**src/hdl/adc_seq_pkg.sv**
```systemverilog
// Shared constants and types for the converter bus interface
package adc_seq_pkg;

	// Bus pins as seen by the device
	typedef struct packed {
		logic phase_clk;
		logic read_not_write;
		logic chip_select_n;
		logic register_select;
		logic reset_n;
	} bus_pins_t;

	typedef enum logic {
		PTR_UPPER = 1'b0,
		PTR_LOWER = 1'b1
	} byte_ptr_t;

	localparam int DATA_W     = 8;
	localparam int CHAN_W     = 4;
	localparam int PORT_W     = 6;
	localparam int CYC_W      = 6;
	localparam int SYNC_W     = 20;

	// Register select codes
	localparam logic RS_CONTROL = 1'b1;
	localparam logic RS_RESULT  = 1'b0;
	localparam logic RS_STATUS  = 1'b1;

	// Field positions
	localparam int START_POS  = 8;
	localparam int DONE_POS   = 15;
	localparam int PORT_LSB   = 8;
	localparam int CHAN_LSB   = 0;

	// Reset values
	localparam logic [CHAN_W-1:0] CHAN_RST   = 4'h0;
	localparam logic [15:0]       RESULT_RST = 16'h0000;

	// Conversion timing, in bus clock cycles after the start write
	localparam logic [CYC_W-1:0] CYC_FIRST   = 6'h01;
	localparam logic [CYC_W-1:0] CYC_SAMPLE  = 6'h0c;
	localparam logic [CYC_W-1:0] CYC_CONVERT = 6'h0d;
	localparam logic [CYC_W-1:0] CYC_STEP0   = 6'h0e;
	localparam logic [CYC_W-1:0] CYC_STEPN   = 6'h1c;
	localparam logic [CYC_W-1:0] CYC_LATCH   = 6'h20;

endpackage

```
**src/hdl/sync2.sv**
```systemverilog
// Two flip-flop synchroniser for a group of pin levels
`timescale 1ns/1ps
module sync2 #(
	parameter int WIDTH = 1
) (
	// Clock and reset
	input  wire logic             mclk,
	input  wire logic             rst,
	// Levels
	input  wire logic [WIDTH-1:0] async_in,
	output logic      [WIDTH-1:0] sync_out
);

	logic [WIDTH-1:0] meta_q;

	always_ff @(posedge mclk or posedge rst)
	begin
		if (rst)
		begin
			meta_q   <= '0;
			sync_out <= '0;
		end
		else
		begin
			meta_q   <= async_in;
			sync_out <= meta_q;
		end
	end

endmodule // sync2

```
**src/hdl/sar_engine.sv**
```systemverilog
// Successive-approximation register, one bit decided per step
`timescale 1ns/1ps
module sar_engine #(
	parameter int WIDTH = 8
) (
	// Clock and reset
	input  wire logic             mclk,
	input  wire logic             rst,
	// Control
	input  wire logic             start,
	input  wire logic             step,
	input  wire logic             comp_high,
	// Trial code, also the final result
	output logic      [WIDTH-1:0] trial_q
);

	logic [WIDTH-1:0] mask_q;

	always_ff @(posedge mclk or posedge rst)
	begin
		if (rst)
		begin
			trial_q <= '0;
			mask_q  <= '0;
		end
		else if (start)
		begin
			trial_q <= {1'b1, {(WIDTH-1){1'b0}}};
			mask_q  <= {1'b1, {(WIDTH-1){1'b0}}};
		end
		else if (step && mask_q != '0)
		begin
			// Drop the trial bit when the input lies below the trial level
			trial_q <= (comp_high ? trial_q : (trial_q & ~mask_q)) | (mask_q >> 1);
			mask_q  <= mask_q >> 1;
		end
	end

endmodule // sar_engine

```
**src/hdl/adc_bus_interface_sequencer.sv**
```systemverilog
// Bus interface and conversion sequencer of the 8-bit converter
//
// Summary of operation
// - Three 16-bit registers, upper and lower bytes
// - Pointer upper first, then lower while selected
// - Pointer returns upper after one deselected cycle
// - Single-byte access reaches only upper byte
// - Select-high write loads control; otherwise ignored
// - Read: select low result, high status
// - Four-bit channel code drives input multiplexer
// - Unused control bits have no effect
// - Channel changes only on 16-bit write or reset pin
// - Start bit begins conversion after write
// - Control write spans two bus cycles
// - Sample selected input for 12.5 cycles
// - Cycle 13 disconnects input, starts approximation
// - Cycle 32 rising edge latches result, done
// - Result in lower byte, MSB at bit 7
// - Any control write clears done flag
// - Other upper result bits read zero
// - Reads allowed mid-conversion, old result shown
// - Status shows channel and port bits, zeros elsewhere
// - Port bits always show pin levels
// - Reset pin clears start, done, channel, pointer
// - Data drivers off unless reading, and in reset
`timescale 1ns/1ps
module adc_bus_interface_sequencer (
	// Clock and reset
	input  wire logic                             mclk,
	input  wire logic                             rst,
	// Processor bus
	input  wire adc_seq_pkg::bus_pins_t           bus_pins,
	input  wire logic [adc_seq_pkg::DATA_W-1:0]   data_in,
	output logic      [adc_seq_pkg::DATA_W-1:0]   data_out,
	output logic                                  data_oe_n,
	// Shared digital port and comparator
	input  wire logic [adc_seq_pkg::PORT_W-1:0]   shared_port_bits,
	input  wire logic                             comparator_high,
	// Analog front end control
	output logic      [adc_seq_pkg::CHAN_W-1:0]   channel_select_field,
	output logic                                  sample_connect,
	output logic                                  converting,
	output logic      [adc_seq_pkg::DATA_W-1:0]   dac_code
);
	import adc_seq_pkg::*;

	////////////////////////////////////////////////////////////////////////
	// Pin synchronisation
	logic [SYNC_W-1:0] pins_s;
	logic              phase_s;
	logic              rnw_s;
	logic              cs_n_s;
	logic              rs_s;
	logic              reset_n_s;
	logic [DATA_W-1:0] din_s;
	logic [PORT_W-1:0] port_s;
	logic              comp_s;

	sync2 #(.WIDTH(SYNC_W)) u_sync (
		.mclk     (mclk),
		.rst      (rst),
		.async_in ({bus_pins, data_in, shared_port_bits, comparator_high}),
		.sync_out (pins_s)
	);

	assign {phase_s, rnw_s, cs_n_s, rs_s, reset_n_s, din_s, port_s, comp_s} = pins_s;

	logic phase_prev_q;
	logic phase_rise;
	logic phase_fall;
	logic selected;
	logic dev_reset;

	always_ff @(posedge mclk or posedge rst)
	begin
		if (rst)
			phase_prev_q <= 1'b0;
		else
			phase_prev_q <= phase_s;
	end

	assign phase_rise = phase_s & ~phase_prev_q;
	assign phase_fall = ~phase_s & phase_prev_q;
	assign selected   = ~cs_n_s;
	assign dev_reset  = ~reset_n_s;

	////////////////////////////////////////////////////////////////////////
	// Byte pointer
	byte_ptr_t ptr_q;

	// Bytes have no address of their own; the pointer picks them
	always_ff @(posedge mclk or posedge rst)
	begin
		if (rst)
			ptr_q <= PTR_UPPER;
		else if (dev_reset)
			ptr_q <= PTR_UPPER;
		else if (phase_fall)
			ptr_q <= selected ? PTR_LOWER : PTR_UPPER;
	end

	////////////////////////////////////////////////////////////////////////
	// Control register
	logic              wr_ctrl;
	logic              wr_upper;
	logic              wr_lower;
	logic [CHAN_W-1:0] channel_q;
	logic              start_bit_q;
	logic              start_pend_q;
	logic              launch;

	// A write with register select low falls through: no response
	assign wr_ctrl  = phase_fall & selected & ~rnw_s & (rs_s == RS_CONTROL) & ~dev_reset;
	assign wr_upper = wr_ctrl & (ptr_q == PTR_UPPER);
	assign wr_lower = wr_ctrl & (ptr_q == PTR_LOWER);
	// The cycle after the upper byte always closes the write
	assign launch   = phase_fall & start_pend_q & ~dev_reset;

	always_ff @(posedge mclk or posedge rst)
	begin
		if (rst)
			channel_q <= CHAN_RST;
		else if (dev_reset)
			channel_q <= CHAN_RST;
		else if (wr_lower)
			channel_q <= din_s[CHAN_LSB +: CHAN_W];
	end

	always_ff @(posedge mclk or posedge rst)
	begin
		if (rst)
			start_bit_q <= 1'b0;
		else if (dev_reset)
			start_bit_q <= 1'b0;
		else if (wr_upper)
			start_bit_q <= din_s[START_POS - DATA_W];
	end

	always_ff @(posedge mclk or posedge rst)
	begin
		if (rst)
			start_pend_q <= 1'b0;
		else if (dev_reset || launch)
			start_pend_q <= 1'b0;
		else if (wr_upper)
			start_pend_q <= din_s[START_POS - DATA_W];
	end

	////////////////////////////////////////////////////////////////////////
	// Conversion sequence
	logic [CYC_W-1:0] cyc_q;
	logic             sar_start;
	logic             sar_step;
	logic             latch_now;
	logic [DATA_W-1:0] sar_code;

	// Counts on the bus clock only; a stopped clock stalls the sample
	always_ff @(posedge mclk or posedge rst)
	begin
		if (rst)
			cyc_q <= '0;
		else if (dev_reset)
			cyc_q <= '0;
		else if (launch)
			cyc_q <= CYC_FIRST;
		else if (latch_now)
			cyc_q <= '0;
		else if (phase_fall && cyc_q != '0 && cyc_q < CYC_LATCH)
			cyc_q <= cyc_q + CYC_FIRST;
	end

	assign sar_start = phase_fall & (cyc_q == CYC_SAMPLE) & ~dev_reset;
	assign sar_step  = phase_fall & ~cyc_q[0] & (cyc_q >= CYC_STEP0) & (cyc_q <= CYC_STEPN);
	assign latch_now = phase_rise & (cyc_q == CYC_LATCH) & ~dev_reset;

	sar_engine #(.WIDTH(DATA_W)) u_sar (
		.mclk      (mclk),
		.rst       (rst),
		.start     (sar_start),
		.step      (sar_step),
		.comp_high (comp_s),
		.trial_q   (sar_code)
	);

	logic sample_q;
	logic conv_q;

	always_ff @(posedge mclk or posedge rst)
	begin
		if (rst)
		begin
			sample_q <= 1'b0;
			conv_q   <= 1'b0;
		end
		else
		begin
			// Half a cycle into cycle 13 the hold element is let go
			sample_q <= (cyc_q != '0 && cyc_q <= CYC_SAMPLE)
				|| (cyc_q == CYC_CONVERT && !phase_s);
			conv_q   <= cyc_q >= CYC_CONVERT;
		end
	end

	////////////////////////////////////////////////////////////////////////
	// Result register and done flag
	logic [DATA_W-1:0] result_q;
	logic              done_q;

	// Reset pin leaves the stored result alone
	always_ff @(posedge mclk or posedge rst)
	begin
		if (rst)
			result_q <= RESULT_RST[DATA_W-1:0];
		else if (latch_now)
			result_q <= sar_code;
	end

	// Setting wins over a clear in the same cycle
	always_ff @(posedge mclk or posedge rst)
	begin
		if (rst)
			done_q <= 1'b0;
		else if (dev_reset)
			done_q <= 1'b0;
		else if (latch_now)
			done_q <= 1'b1;
		else if (wr_ctrl)
			done_q <= 1'b0;
	end

	////////////////////////////////////////////////////////////////////////
	// Read path
	logic        rd_active;
	logic [15:0] rd_word;
	logic [15:0] result_word;
	logic [15:0] status_word;
	logic [DATA_W-1:0] data_out_q;
	logic        data_oe_n_q;

	always_comb
	begin
		result_word = '0;
		result_word[DATA_W-1:0] = result_q;
		result_word[DONE_POS] = done_q;
		status_word = '0;
		status_word[CHAN_LSB +: CHAN_W] = channel_q;
		status_word[PORT_LSB +: PORT_W] = port_s;
	end

	assign rd_active = phase_s & selected & rnw_s & ~dev_reset;
	assign rd_word   = (rs_s == RS_STATUS) ? status_word : result_word;

	// Drivers stay off outside a read so the bus is never fought
	always_ff @(posedge mclk or posedge rst)
	begin
		if (rst)
		begin
			data_out_q  <= '0;
			data_oe_n_q <= 1'b1;
		end
		else
		begin
			data_oe_n_q <= ~rd_active;
			if (!rd_active)
				data_out_q <= '0;
			else if (ptr_q == PTR_UPPER)
				data_out_q <= rd_word[15:8];
			else
				data_out_q <= rd_word[7:0];
		end
	end

	assign data_out             = data_out_q;
	assign data_oe_n            = data_oe_n_q;
	assign channel_select_field = channel_q;
	assign sample_connect       = sample_q;
	assign converting           = conv_q;
	assign dac_code             = sar_code;
endmodule // adc_bus_interface_sequencer

```
**config.mk**
```make
export PLATFORM = sky130hd
export DESIGN_NAME = adc_bus_interface_sequencer
export DESIGN_NICKNAME = d
export VERILOG_FILES = /design/src/hdl/adc_seq_pkg.sv /design/src/hdl/sync2.sv /design/src/hdl/sar_engine.sv /design/src/hdl/adc_bus_interface_sequencer.sv
export SDC_FILE = /design/constraint.sdc
export NUM_CORES = 1
export LEC_CHECK = 0
export ABC_AREA = 0
export BUFFER_PORTS_ARGS = -buffer_cell sky130_fd_sc_hd__buf_2
export CORE_MARGIN = 8
export CORE_UTILIZATION = 56
export CTS_CLUSTER_SIZE = 20
export DETAILED_ROUTE_END_ITERATION = 8
export PLACE_DENSITY_LB_ADDON = 0.12
export SKIP_CTS_REPAIR_TIMING = 1
export SKIP_LAST_GASP = 1
export SYNTH_ARGS = -nofsm -noshare
export SYNTH_HDL_FRONTEND = slang
export SYNTH_SLANG_ARGS = --single-unit
```
**constraint.sdc**
```tcl
create_clock -name mclk -period 3.33 [get_ports mclk]
set_clock_uncertainty 0.15 [all_clocks]
set_input_delay 0.666 -clock mclk [delete_from_list [all_inputs] [get_ports mclk]]
set_output_delay 0.666 -clock mclk [all_outputs]
set_load 0.05 [all_outputs]
```
==> results.sh, run 1 <==
export IMPL_muxShareOfSynthArea_pct=8.00
export IMPL_rsz0062_at_grt="false"
export IMPL_io_pins=45
export IMPL_ys_flop_type="dfrtp_1"
export IMPL_synth_common_cells="dfrtp_1 (80), nand2_1 (22), nor2_1 (17), o21ai_1 (14), nand4_1 (12)"
export IMPL_clockBufferDepth=2
export IMPL_yosysWarnings=0
export IMPL_place_congestion=0.784
export IMPL_holdWs_ns=0.181
export IMPL_die_w_um=90.2
export IMPL_vias=1909
export IMPL_critical_path_class="flop to flop"
export IMPL_synth_top_cell_by_area="dfrtp_1"
export IMPL_cts_made_buffers=9
export IMPL_synth_compound_area_share_pct=6.50
export IMPL_htreeDepth=3
export IMPL_nNetsFinal=302
export IMPL_dp_cells=338
export IMPL_setup_violations=0
export IMPL_tns_ns=0
export IMPL_yosysUniqueCellTypes=44
export IMPL_ant_nets=0
export IMPL_insertion_delay_ns=0.35
export IMPL_core_mm2=0.00541
export IMPL_fin_crit_ns=2.46
export IMPL_synth_top_family_by_area="simple AND/OR/NAND/NOR gates"
export IMPL_grt_usage_pct=14.9
export IMPL_synth_xor_area_share_pct=0.853
export IMPL_wire_per_inst_um=15.8
export IMPL_cts_tree="yes"
export IMPL_powerDensity_mw_per_mm2=554
export IMPL_initial_core_util_pct=57.0
export IMPL_dieArea_mm2=0.00813
export IMPL_path_clk_slew_ns=0.08
export IMPL_status="finished clean"
export IMPL_fillCellCount=404
export IMPL_synth_edf_count=0
export IMPL_first_pass_iters=4
export IMPL_io_buffers=40
export IMPL_synthAdderAreaFrac_pct=1.22
export IMPL_hold_viol=0
export IMPL_critPathArrivalTime_ns=2.53
export IMPL_drive_above_1_share_pct=27.7
export IMPL_synthCells=235
export IMPL_yosysMostFrequentCell="dfrtp_1"
export IMPL_synthArstFlopShare_pct=100
export IMPL_drc=0
export IMPL_placed_cell_area_mm2=0.00331
export IMPL_synth_nets=260
export IMPL_grt_max_degree=33
export IMPL_num_antenna_cells=0
export IMPL_crit_fanout=23
export IMPL_slew_viol_final=0
export IMPL_required_ns=3.40
export IMPL_drv_cap=0
export IMPL_seq_area_frac_synth_pct=65.8
export IMPL_via_per_inst=5.39
export IMPL_fin_area_mm2=0.00357
export IMPL_slew_headroom_pct=53.1
export IMPL_netlist_area_mm2=0.00308
export IMPL_fin_cells=354
export IMPL_grt_pass1_wl_mm=9.66
export IMPL_overflow=0
export IMPL_synthSimpleGateAreaFrac_pct=14.5
export IMPL_num_rows=27
export IMPL_synth_avg_cell_area_um2=13.1
export IMPL_period_share_pct=73.9
export IMPL_synth_area_leaders="dfrtp_1 (65%), mux2_4 (3.9%), nand2_1 (2.7%), nand4_1 (2.4%), mux2i_1 (2.3%)"
export IMPL_drtIter0Drc=78
export IMPL_hold_path_class="input port to async pin"
export IMPL_vdd_drop_max_mv=0.316
export IMPL_max_freq_mhz=406
export IMPL_synthToLayoutAreaGrowth_pct=15.9
export IMPL_synth_seq_cells=81
export IMPL_critPathLaunchType="flop"
export IMPL_dp_hpwl_mm=3.87
export IMPL_yosysTopAreaCellShare_pct=65.0
export IMPL_die_h_um=90.2
export IMPL_cts_root_buffer="clkbuf_8"
export IMPL_grt_pass1_vias=1971
export IMPL_worst_slew_pin_slew_ns=0.703
export IMPL_antenna_found_initial=0
export IMPL_endpoint_kind="flop"
export IMPL_post_route_util_pct=66.0
export IMPL_clock_sinks=81
export IMPL_leakage_nw=1.74
export IMPL_wl_mm=5.59
## metrics by stage
stage                     power [mW]  setup WS (ns)
after floorplan                 1.07          0.436
after global placement          1.10          0.898
after CTS                       2.01          0.880
after detailed placement        1.10          0.896
after global routing            2.05          0.656
final                           1.98          0.870
## cells by family (layout without fill, tap and decap cells)
| kind of cell | count (synthesis) | after routing |
|---|---|---|
| and+or+nand+nor | 81 | 81 |
| muxes | 20 | 20 |
| buffers and inverters | 16 | 63 |
| adders and majority gates | 3 | 3 |
| DFF | 81 | 81 |
| xor gates and xnor gates | 3 | 3 |
| AOI/OAI and AO/OA | 31 | 31 |
## cell type report
| type | count | area, um^2 | area share, % |
|---|---|---|---|
| Sequential cell | 81 | 2030 | 56.8 |
| Inverter | 5 | 20.0 | 0.561 |
| Tap cell | 72 | 90.1 | 2.52 |
| Timing Repair Buffer | 42 | 215 | 6.03 |
| Clock inverter | 6 | 130 | 3.65 |
| Clock buffer | 10 | 128 | 3.58 |
| Multi-Input combinational cell | 138 | 958 | 26.8 |
## registers in the layout, indices dropped and copies added (netlist names)
signal	flops
channel_select_field	4
converting	1
cyc_q	6
data_oe_n	1
data_out	8
done_q	1
phase_prev_q	1
ptr_q	1
result_q	8
sample_connect	1
start_pend_q	1
u_sar.mask_q	8
u_sar.trial_q	8
u_sync.meta_q	16
u_sync.sync_out	16
## placed cells by master, fill, tap and decap left out, types with 7 or more instances in the layout
cell type / Yosys / layout
dfrtp_1: 80 / 80
buf_2: 3 / 40
nand2_1: 22 / 22
nor2_1: 17 / 17
o21ai_1: 14 / 14
nand4_1: 12 / 12
clkbuf_8: 0 / 9
mux2_4: 8 / 8
mux2i_1: 7 / 7
nor4b_1: 7 / 7
## power by group
group | leakage (nW) | switching, mW | internal [mW]
logic | 0.558 | 0.0401 | 0.0188
clock network | 0.130 | 0.328 | 0.571
registers | 1.05 | 0.0148 | 1.01
## routing by layer
metal,up-vias,share of wire (%),track usage (%)
met1,948,44,17.8
li1,908,-,-
met3,10,5.1,5.90
met2,43,49,23.6
met4,0,1.1,5.83
met5,-,0,0
## path summary, 6_finish.rpt
kind | start | endpoint | slack, ns | depth (start not counted)
setup / recovery | cyc_q[0] | u_sar.mask_q[2] | 0.87 | 6
hold / removal | rst | u_sync.sync_out[16] | 0.18 | 2
setup reg to reg | cyc_q[0] | u_sar.mask_q[2] | 0.87 | 6
hold reg to reg | u_sync.meta_q[18] | u_sync.sync_out[18] | 0.20 | 0
max in group asynchronous | rst | result_q[6] | 2.12 | 3
min in group mclk | u_sync.meta_q[18] | u_sync.sync_out[18] | 0.20 | 0
## worst max-delay path: stages (launching register included)
cell     delay, ns
dfrtp_1       0.47
inv_1         0.13
ha_1          0.25
nand4_1       0.12
or4b_1        0.88
nand4_1       0.24
o21ai_1       0.10
Note: power is estimated with default switching activity, not from simulation.
==> inputs of run 2 (changes only) <==
--- a/config.mk
+++ b/config.mk
@@ -8,7 +8,7 @@
 export ABC_AREA = 0
 export BUFFER_PORTS_ARGS = -buffer_cell sky130_fd_sc_hd__buf_2
 export CORE_MARGIN = 8
-export CORE_UTILIZATION = 56
+export CORE_UTILIZATION = 50
 export CTS_CLUSTER_SIZE = 20
 export DETAILED_ROUTE_END_ITERATION = 8
 export PLACE_DENSITY_LB_ADDON = 0.12
==> constraint.sdc (replaced) <==
create_clock -name mclk -period 2.2 [get_ports mclk]
set_clock_uncertainty 0.15 [all_clocks]
set_input_delay 0.44 -clock mclk [delete_from_list [all_inputs] [get_ports mclk]]
set_output_delay 0.44 -clock mclk [all_outputs]
set_load 0.05 [all_outputs]
==> run 2 against run 1 <==
  * Non-clock buffer count grew 7
  * Sequential cell count is the same
  * Cell count is 2.8% higher
  * Final area grew 0.95%
  * Worst hold slack got worse by 0.14 ns
  * First-iteration DRC count up 64%
  * Register-to-register slack worse by 0.75 ns
  * Wire length increased by 1.8%
  * Count of clock-buffer cells in the layout increased by 1
  * Largest power group unchanged
  * Clock power grew 25%
  * Global-route usage fell by 0.93 points
  * Critical path type unchanged
  * Critical path depth unchanged
==> results.sh, run 2 (synthesis gave the netlist of run 1 again) <==
export IMPL_grt_pass1_wl_mm=9.68
export IMPL_regArea_mm2=0.00203
export IMPL_tns_ns=0
export IMPL_largestRegisters="u_sync.meta_q (16), u_sync.sync_out (16)"
export IMPL_worst_slew_pin_slew_ns=0.448
export IMPL_period_share_pct=94.8
export IMPL_die_w_um=94.5
export IMPL_insertion_delay_ns=0.35
export IMPL_io_buffers=40
export IMPL_fin_area_mm2=0.00360
export IMPL_first_pass_iters=4
export IMPL_setup_violations=0
export IMPL_fin_crit_ns=2.09
export IMPL_clock_sinks=81
export IMPL_path_depth=6
export IMPL_status="finished clean"
export IMPL_critical_path_class="flop to flop"
export IMPL_nNetsFinal=309
export IMPL_slew_viol_final=0
export IMPL_grt_busiest_layer="met2"
export IMPL_io_pins=45
export IMPL_cp_top_family="simple AND/OR/NAND/NOR gates"
export IMPL_die_h_um=94.5
export IMPL_grt_pass1_vias=1946
export IMPL_final_cell_mix="dfrtp_1 (80), buf_2 (40), nand2_1 (22)"
export IMPL_slew_headroom_pct=69.4
export IMPL_combPwrFrac_pct=3.5
export IMPL_crit_fanout=9
export IMPL_hold_path_class="input port to flop"
export IMPL_cts_tree="yes"
export IMPL_path_clk_slew_ns=0.09
export IMPL_drv_cap=0
export IMPL_critPathLaunchType="flop"
export IMPL_netSwitchingPower_uw=611
export IMPL_post_route_util_pct=60.5
export IMPL_place_congestion=0.794
export IMPL_seq_power_share_pct=56.0
export IMPL_powerDensity_mw_per_mm2=766
export IMPL_grt_use_met1_pct=17.9
export IMPL_antenna_found_initial=0
export IMPL_worst_path_buf_inv=1
export IMPL_max_freq_mhz=480
export IMPL_whs_path_depth=1
export IMPL_reg2regPathDepth=6
export IMPL_p_sw_share_pct=22.1
export IMPL_vias=1931
export IMPL_num_rows=28
export IMPL_wire_per_inst_um=15.6
export IMPL_slowest_delay_ns=0.40
export IMPL_cts_made_buffers=9
export IMPL_via_per_inst=5.30
export IMPL_clockBufferDepth=2
export IMPL_drc=0
export IMPL_dp_hpwl_mm=3.86
export IMPL_hold_viol=0
export IMPL_synthToLayoutAreaGrowth_pct=17.0
export IMPL_critPathArrivalTime_ns=2.16
export IMPL_ant_nets=0
export IMPL_use_met2_pct=20.7
export IMPL_dieArea_mm2=0.00893
export IMPL_path_cells="inv_1 -> ha_2 -> and3b_1 -> mux2_2 -> nor2_2 -> o21ai_1"
export IMPL_overflow=0
export IMPL_grt_usage_pct=14.0
export IMPL_rsz0062_at_grt="false"
export IMPL_leakage_nw=1.75
export IMPL_vdd_drop_max_mv=0.526
export IMPL_clkPwrFrac_pct=40.5
export IMPL_fillCellCount=490
export IMPL_post_place_ws_ns=0.0974
export IMPL_power_mw=2.76
export IMPL_p_int_mw=2.15
export IMPL_endpoint_kind="flop"
export IMPL_required_ns=2.27
export IMPL_placed_cell_area_mm2=0.00338
export IMPL_initial_core_util_pct=51.7
export IMPL_grt_use_met3_pct=5.08
export IMPL_grt_max_degree=39
export IMPL_num_antenna_cells=0
export IMPL_core_mm2=0.00596
export IMPL_drive_above_1_share_pct=29.8
export IMPL_layout_commonest_cell="dfrtp_1"
export IMPL_multi_input_area_um2=961
export IMPL_cts_root_buffer="clkbuf_8"
export IMPL_htreeDepth=3
export IMPL_cp_slowest_cell="dfrtp_1"
export IMPL_wl_mm=5.69
export IMPL_drtIter0Drc=128
export IMPL_setup_slack_ns=0.115
[run 2: changes by cell type in the layout (fill, tap and decap cells not counted), sizes merged]
cell	before	now
clkinv	3	1
dlygate4sd3	0	1
clkinvlp	0	2
inv	4	6
clkbuf	10	11
bufinv	4	1
buf	42	48
[run 2: final cells by class]
| class | instances | share of cell area, % |
|---|---|---|
| Clock buffer | 11 | 4.20 |
| Clock inverter | 5 | 1.67 |
| Inverter | 5 | 0.625 |
| Multi-Input combinational cell | 138 | 26.7 |
| Sequential cell | 81 | 56.3 |
| Tap cell | 75 | 2.60 |
| Timing Repair Buffer | 49 | 7.95 |
[run 2: stage by stage]
step	hold WS, ns	cells
CTS	-0.0542	363
global placement	0.182	347
finish	0.0359	364
global route	0.0172	364
detailed placement	0.185	347
floorplan	0.181	235
[run 2: worst reg2reg max path: stages (launching register included)]
cell	delay (ns)
dfrtp_1	0.40
inv_1	0.12
ha_2	0.24
and3b_1	0.21
mux2_2	0.37
nor2_2	0.34
o21ai_1	0.14
[run 2: per-layer routing]
| layer | routed length [um] | share of wire [%] |
|---|---|---|
| met5 | 0 | 0 |
| met3 | 380 | 6.7 |
| met1 | 2610 | 46 |
| met2 | 2620 | 46 |
| met4 | 79 | 1.4 |
[run 2: power groups by stage]
stage / combinational (mW) / sequential, mW / clock, mW
after detailed placement: 0.0979 / 1.57 / 0
after global placement: 0.0972 / 1.57 / 0
after floorplan: 0.0581 / 1.57 / 0
after CTS: 0.0984 / 1.54 / 1.15
final: 0.0968 / 1.54 / 1.12
after global routing: 0.111 / 1.55 / 1.20
[run 2: path summary, 6_finish.rpt]
| kind | slack [ns] | start | to |
|---|---|---|---|
| worst max register to register | 0.11 | cyc_q[0] | u_sar.mask_q[5] |
| worst max-delay path | 0.11 | cyc_q[0] | u_sar.mask_q[5] |
| max in group asynchronous | 0.77 | rst | converting |
| worst min-delay path | 0.04 | bus_pins[1] | u_sync.meta_q[16] |
| min in group asynchronous | 0.49 | rst | channel_select_field[1] |
| worst min register to register | 0.19 | u_sync.meta_q[10] | u_sync.sync_out[10] |
==> inputs of run 3 (changes only) <==
--- a/config.mk
+++ b/config.mk
@@ -8,12 +8,14 @@
 export ABC_AREA = 0
 export BUFFER_PORTS_ARGS = -buffer_cell sky130_fd_sc_hd__buf_2
 export CORE_MARGIN = 8
-export CORE_UTILIZATION = 50
+export CORE_UTILIZATION = 56
 export CTS_CLUSTER_SIZE = 20
 export DETAILED_ROUTE_END_ITERATION = 8
+export GPL_ROUTABILITY_DRIVEN = 0
 export PLACE_DENSITY_LB_ADDON = 0.12
 export SKIP_CTS_REPAIR_TIMING = 1
 export SKIP_LAST_GASP = 1
 export SYNTH_ARGS = -nofsm -noshare
 export SYNTH_HDL_FRONTEND = slang
 export SYNTH_SLANG_ARGS = --single-unit
+export TNS_END_PERCENT = 20
==> constraint.sdc (replaced) <==
create_clock -name mclk -period 2.23 [get_ports mclk]
set_clock_uncertainty 0.15 [all_clocks]
set_input_delay 0.446 -clock mclk [delete_from_list [all_inputs] [get_ports mclk]]
set_output_delay 0.446 -clock mclk [all_outputs]
set_load 0.05 [all_outputs]
==> run 3 against run 2 <==
  * Global-route usage rose by 1.3 points
  * Combinational power grew 0.7%
  * Highest routed layer unchanged
  * Sequential power about the same
  * Final area is 1.0% lower
  * Wire length down 0.32%
  * Count of clock-buffer cells in the layout unchanged
  * Critical path depth rose by 1
  * Register-to-register slack gained 0.05 ns
  * Via count rose by 0.73%
  * Cell count decreased by 1.1%
  * Sequential cell count unchanged
  * Fmax rose by 0.92%
==> results.sh, run 3 (synthesis gave the netlist of run 1 again) <==
export IMPL_slew_viol_final=0
export IMPL_crit_fanout=23
export IMPL_fin_crit_ns=2.07
export IMPL_insertion_delay_ns=0.34
export IMPL_max_freq_mhz=484
export IMPL_top_layer_used="met4"
export IMPL_tns_ns=0
export IMPL_drt_met1_wl_mm=2.57
export IMPL_setup_violations=0
export IMPL_final_cell_mix="dfrtp_1 (80), buf_2 (40), nand2_1 (22)"
export IMPL_fin_area_mm2=0.00357
export IMPL_grt_pass1_vias=2027
export IMPL_vdd_drop_max_mv=0.539
export IMPL_layout_commonest_cell="dfrtp_1"
export IMPL_htreeDepth=3
export IMPL_worst_slew_pin_slew_ns=0.639
export IMPL_wire_per_inst_um=15.7
export IMPL_overflow=0
export IMPL_die_w_um=90.2
export IMPL_core_mm2=0.00541
export IMPL_io_buffers=40
export IMPL_critical_path_class="flop to flop"
export IMPL_critPathArrivalTime_ns=2.13
export IMPL_hold_path_class="input port to async pin"
export IMPL_drv_cap=0
export IMPL_num_antenna_cells=0
export IMPL_path_clk_slew_ns=0.08
export IMPL_required_ns=2.30
export IMPL_met3_length_um=291
export IMPL_nNetsFinal=308
export IMPL_first_pass_iters=4
export IMPL_dieArea_mm2=0.00813
export IMPL_grt_max_degree=28
export IMPL_hold_viol=0
export IMPL_num_rows=27
export IMPL_clockBufferDepth=2
export IMPL_drc=0
export IMPL_ant_nets=0
export IMPL_routed_wl_met2_mm=2.74
export IMPL_via_per_inst=5.40
export IMPL_holdWs_ns=0.0346
export IMPL_synthToLayoutAreaGrowth_pct=15.8
export IMPL_wl_mm=5.67
export IMPL_io_pins=45
export IMPL_critPathLaunchType="flop"
export IMPL_period_share_pct=92.7
export IMPL_post_route_util_pct=66.0
export IMPL_status="finished clean"
export IMPL_grt_usage_pct=15.2
export IMPL_initial_core_util_pct=57.0
export IMPL_drtIter0Drc=119
export IMPL_cts_made_buffers=9
export IMPL_die_h_um=90.2
export IMPL_placed_cell_area_mm2=0.00338
export IMPL_grt_pass1_wl_mm=9.88
export IMPL_leakage_nw=1.74
export IMPL_cts_tree="yes"
export IMPL_slew_headroom_pct=57.3
export IMPL_reg2regPathDepth=7
export IMPL_powerDensity_mw_per_mm2=722
export IMPL_drive_above_1_share_pct=29.9
export IMPL_cts_root_buffer="clkbuf_8"
export IMPL_vias=1945
export IMPL_clock_sinks=81
export IMPL_antenna_found_initial=0
export IMPL_endpoint_kind="flop"
export IMPL_rsz0062_at_grt="false"
export IMPL_largestRegisters="u_sync.meta_q (16), u_sync.sync_out (16)"
export IMPL_dp_hpwl_mm=4.00
==> run 3: cell type report <==
type                            instances  area [um^2]
Fill cell                             418         1840
Timing Repair Buffer                   48          285
Sequential cell                        81         2030
Tap cell                               72         90.1
Inverter                                5         22.5
Clock buffer                           11          151
Clock inverter                          5         28.8
Multi-Input combinational cell        138          961
==> run 3: critical path, cell delays in order, from the launching register on <==
cell and delay (ns):
dfrtp_1 0.38, inv_1 0.11, ha_2 0.23, nand4_1 0.10
or4b_1 0.53, buf_4 0.22, nand4_1 0.14, o21ai_1 0.08
==> run 3: through the flow <==
step | power (mW) | std cells | setup WS, ns
2_1_floorplan | 1.60 | 235 | 0.210
3_3_place_gp | 1.65 | 344 | 0.187
3_5_place_dp | 1.65 | 344 | 0.169
4_1_cts | 2.60 | 360 | 0.147
5_1_grt | 2.67 | 360 | 0.00972
6_report | 2.57 | 360 | 0.164
==> run 3: per-layer routing <==
layer / global-route usage [%] / up-vias
met4: 4.85 / 0
met3: 5.57 / 8
li1: - / 925
met5: 0 / -
met1: 18.4 / 968
met2: 24.7 / 44
==> run 3: worst paths after layout <==
path / start / to / slack [ns]
setup / recovery: cyc_q[0] / u_sar.mask_q[1] / 0.16
hold / removal: rst / channel_select_field[0] / 0.03
setup reg to reg: cyc_q[0] / u_sar.mask_q[1] / 0.16
hold reg to reg: u_sync.meta_q[18] / u_sync.sync_out[18] / 0.20
max in group asynchronous: rst / result_q[2] / 1.26
min in group mclk: bus_pins[0] / u_sync.meta_q[15] / 0.05
==> run 3: where the power goes <==
| group | internal (mW) | leakage [nW] | switching (mW) |
|---|---|---|---|
| clock network | 0.461 | 0.0993 | 0.492 |
| registers | 1.50 | 1.05 | 0.0221 |
| logic | 0.0353 | 0.593 | 0.0622 |
| total | 2.00 | 1.74 | 0.576 |
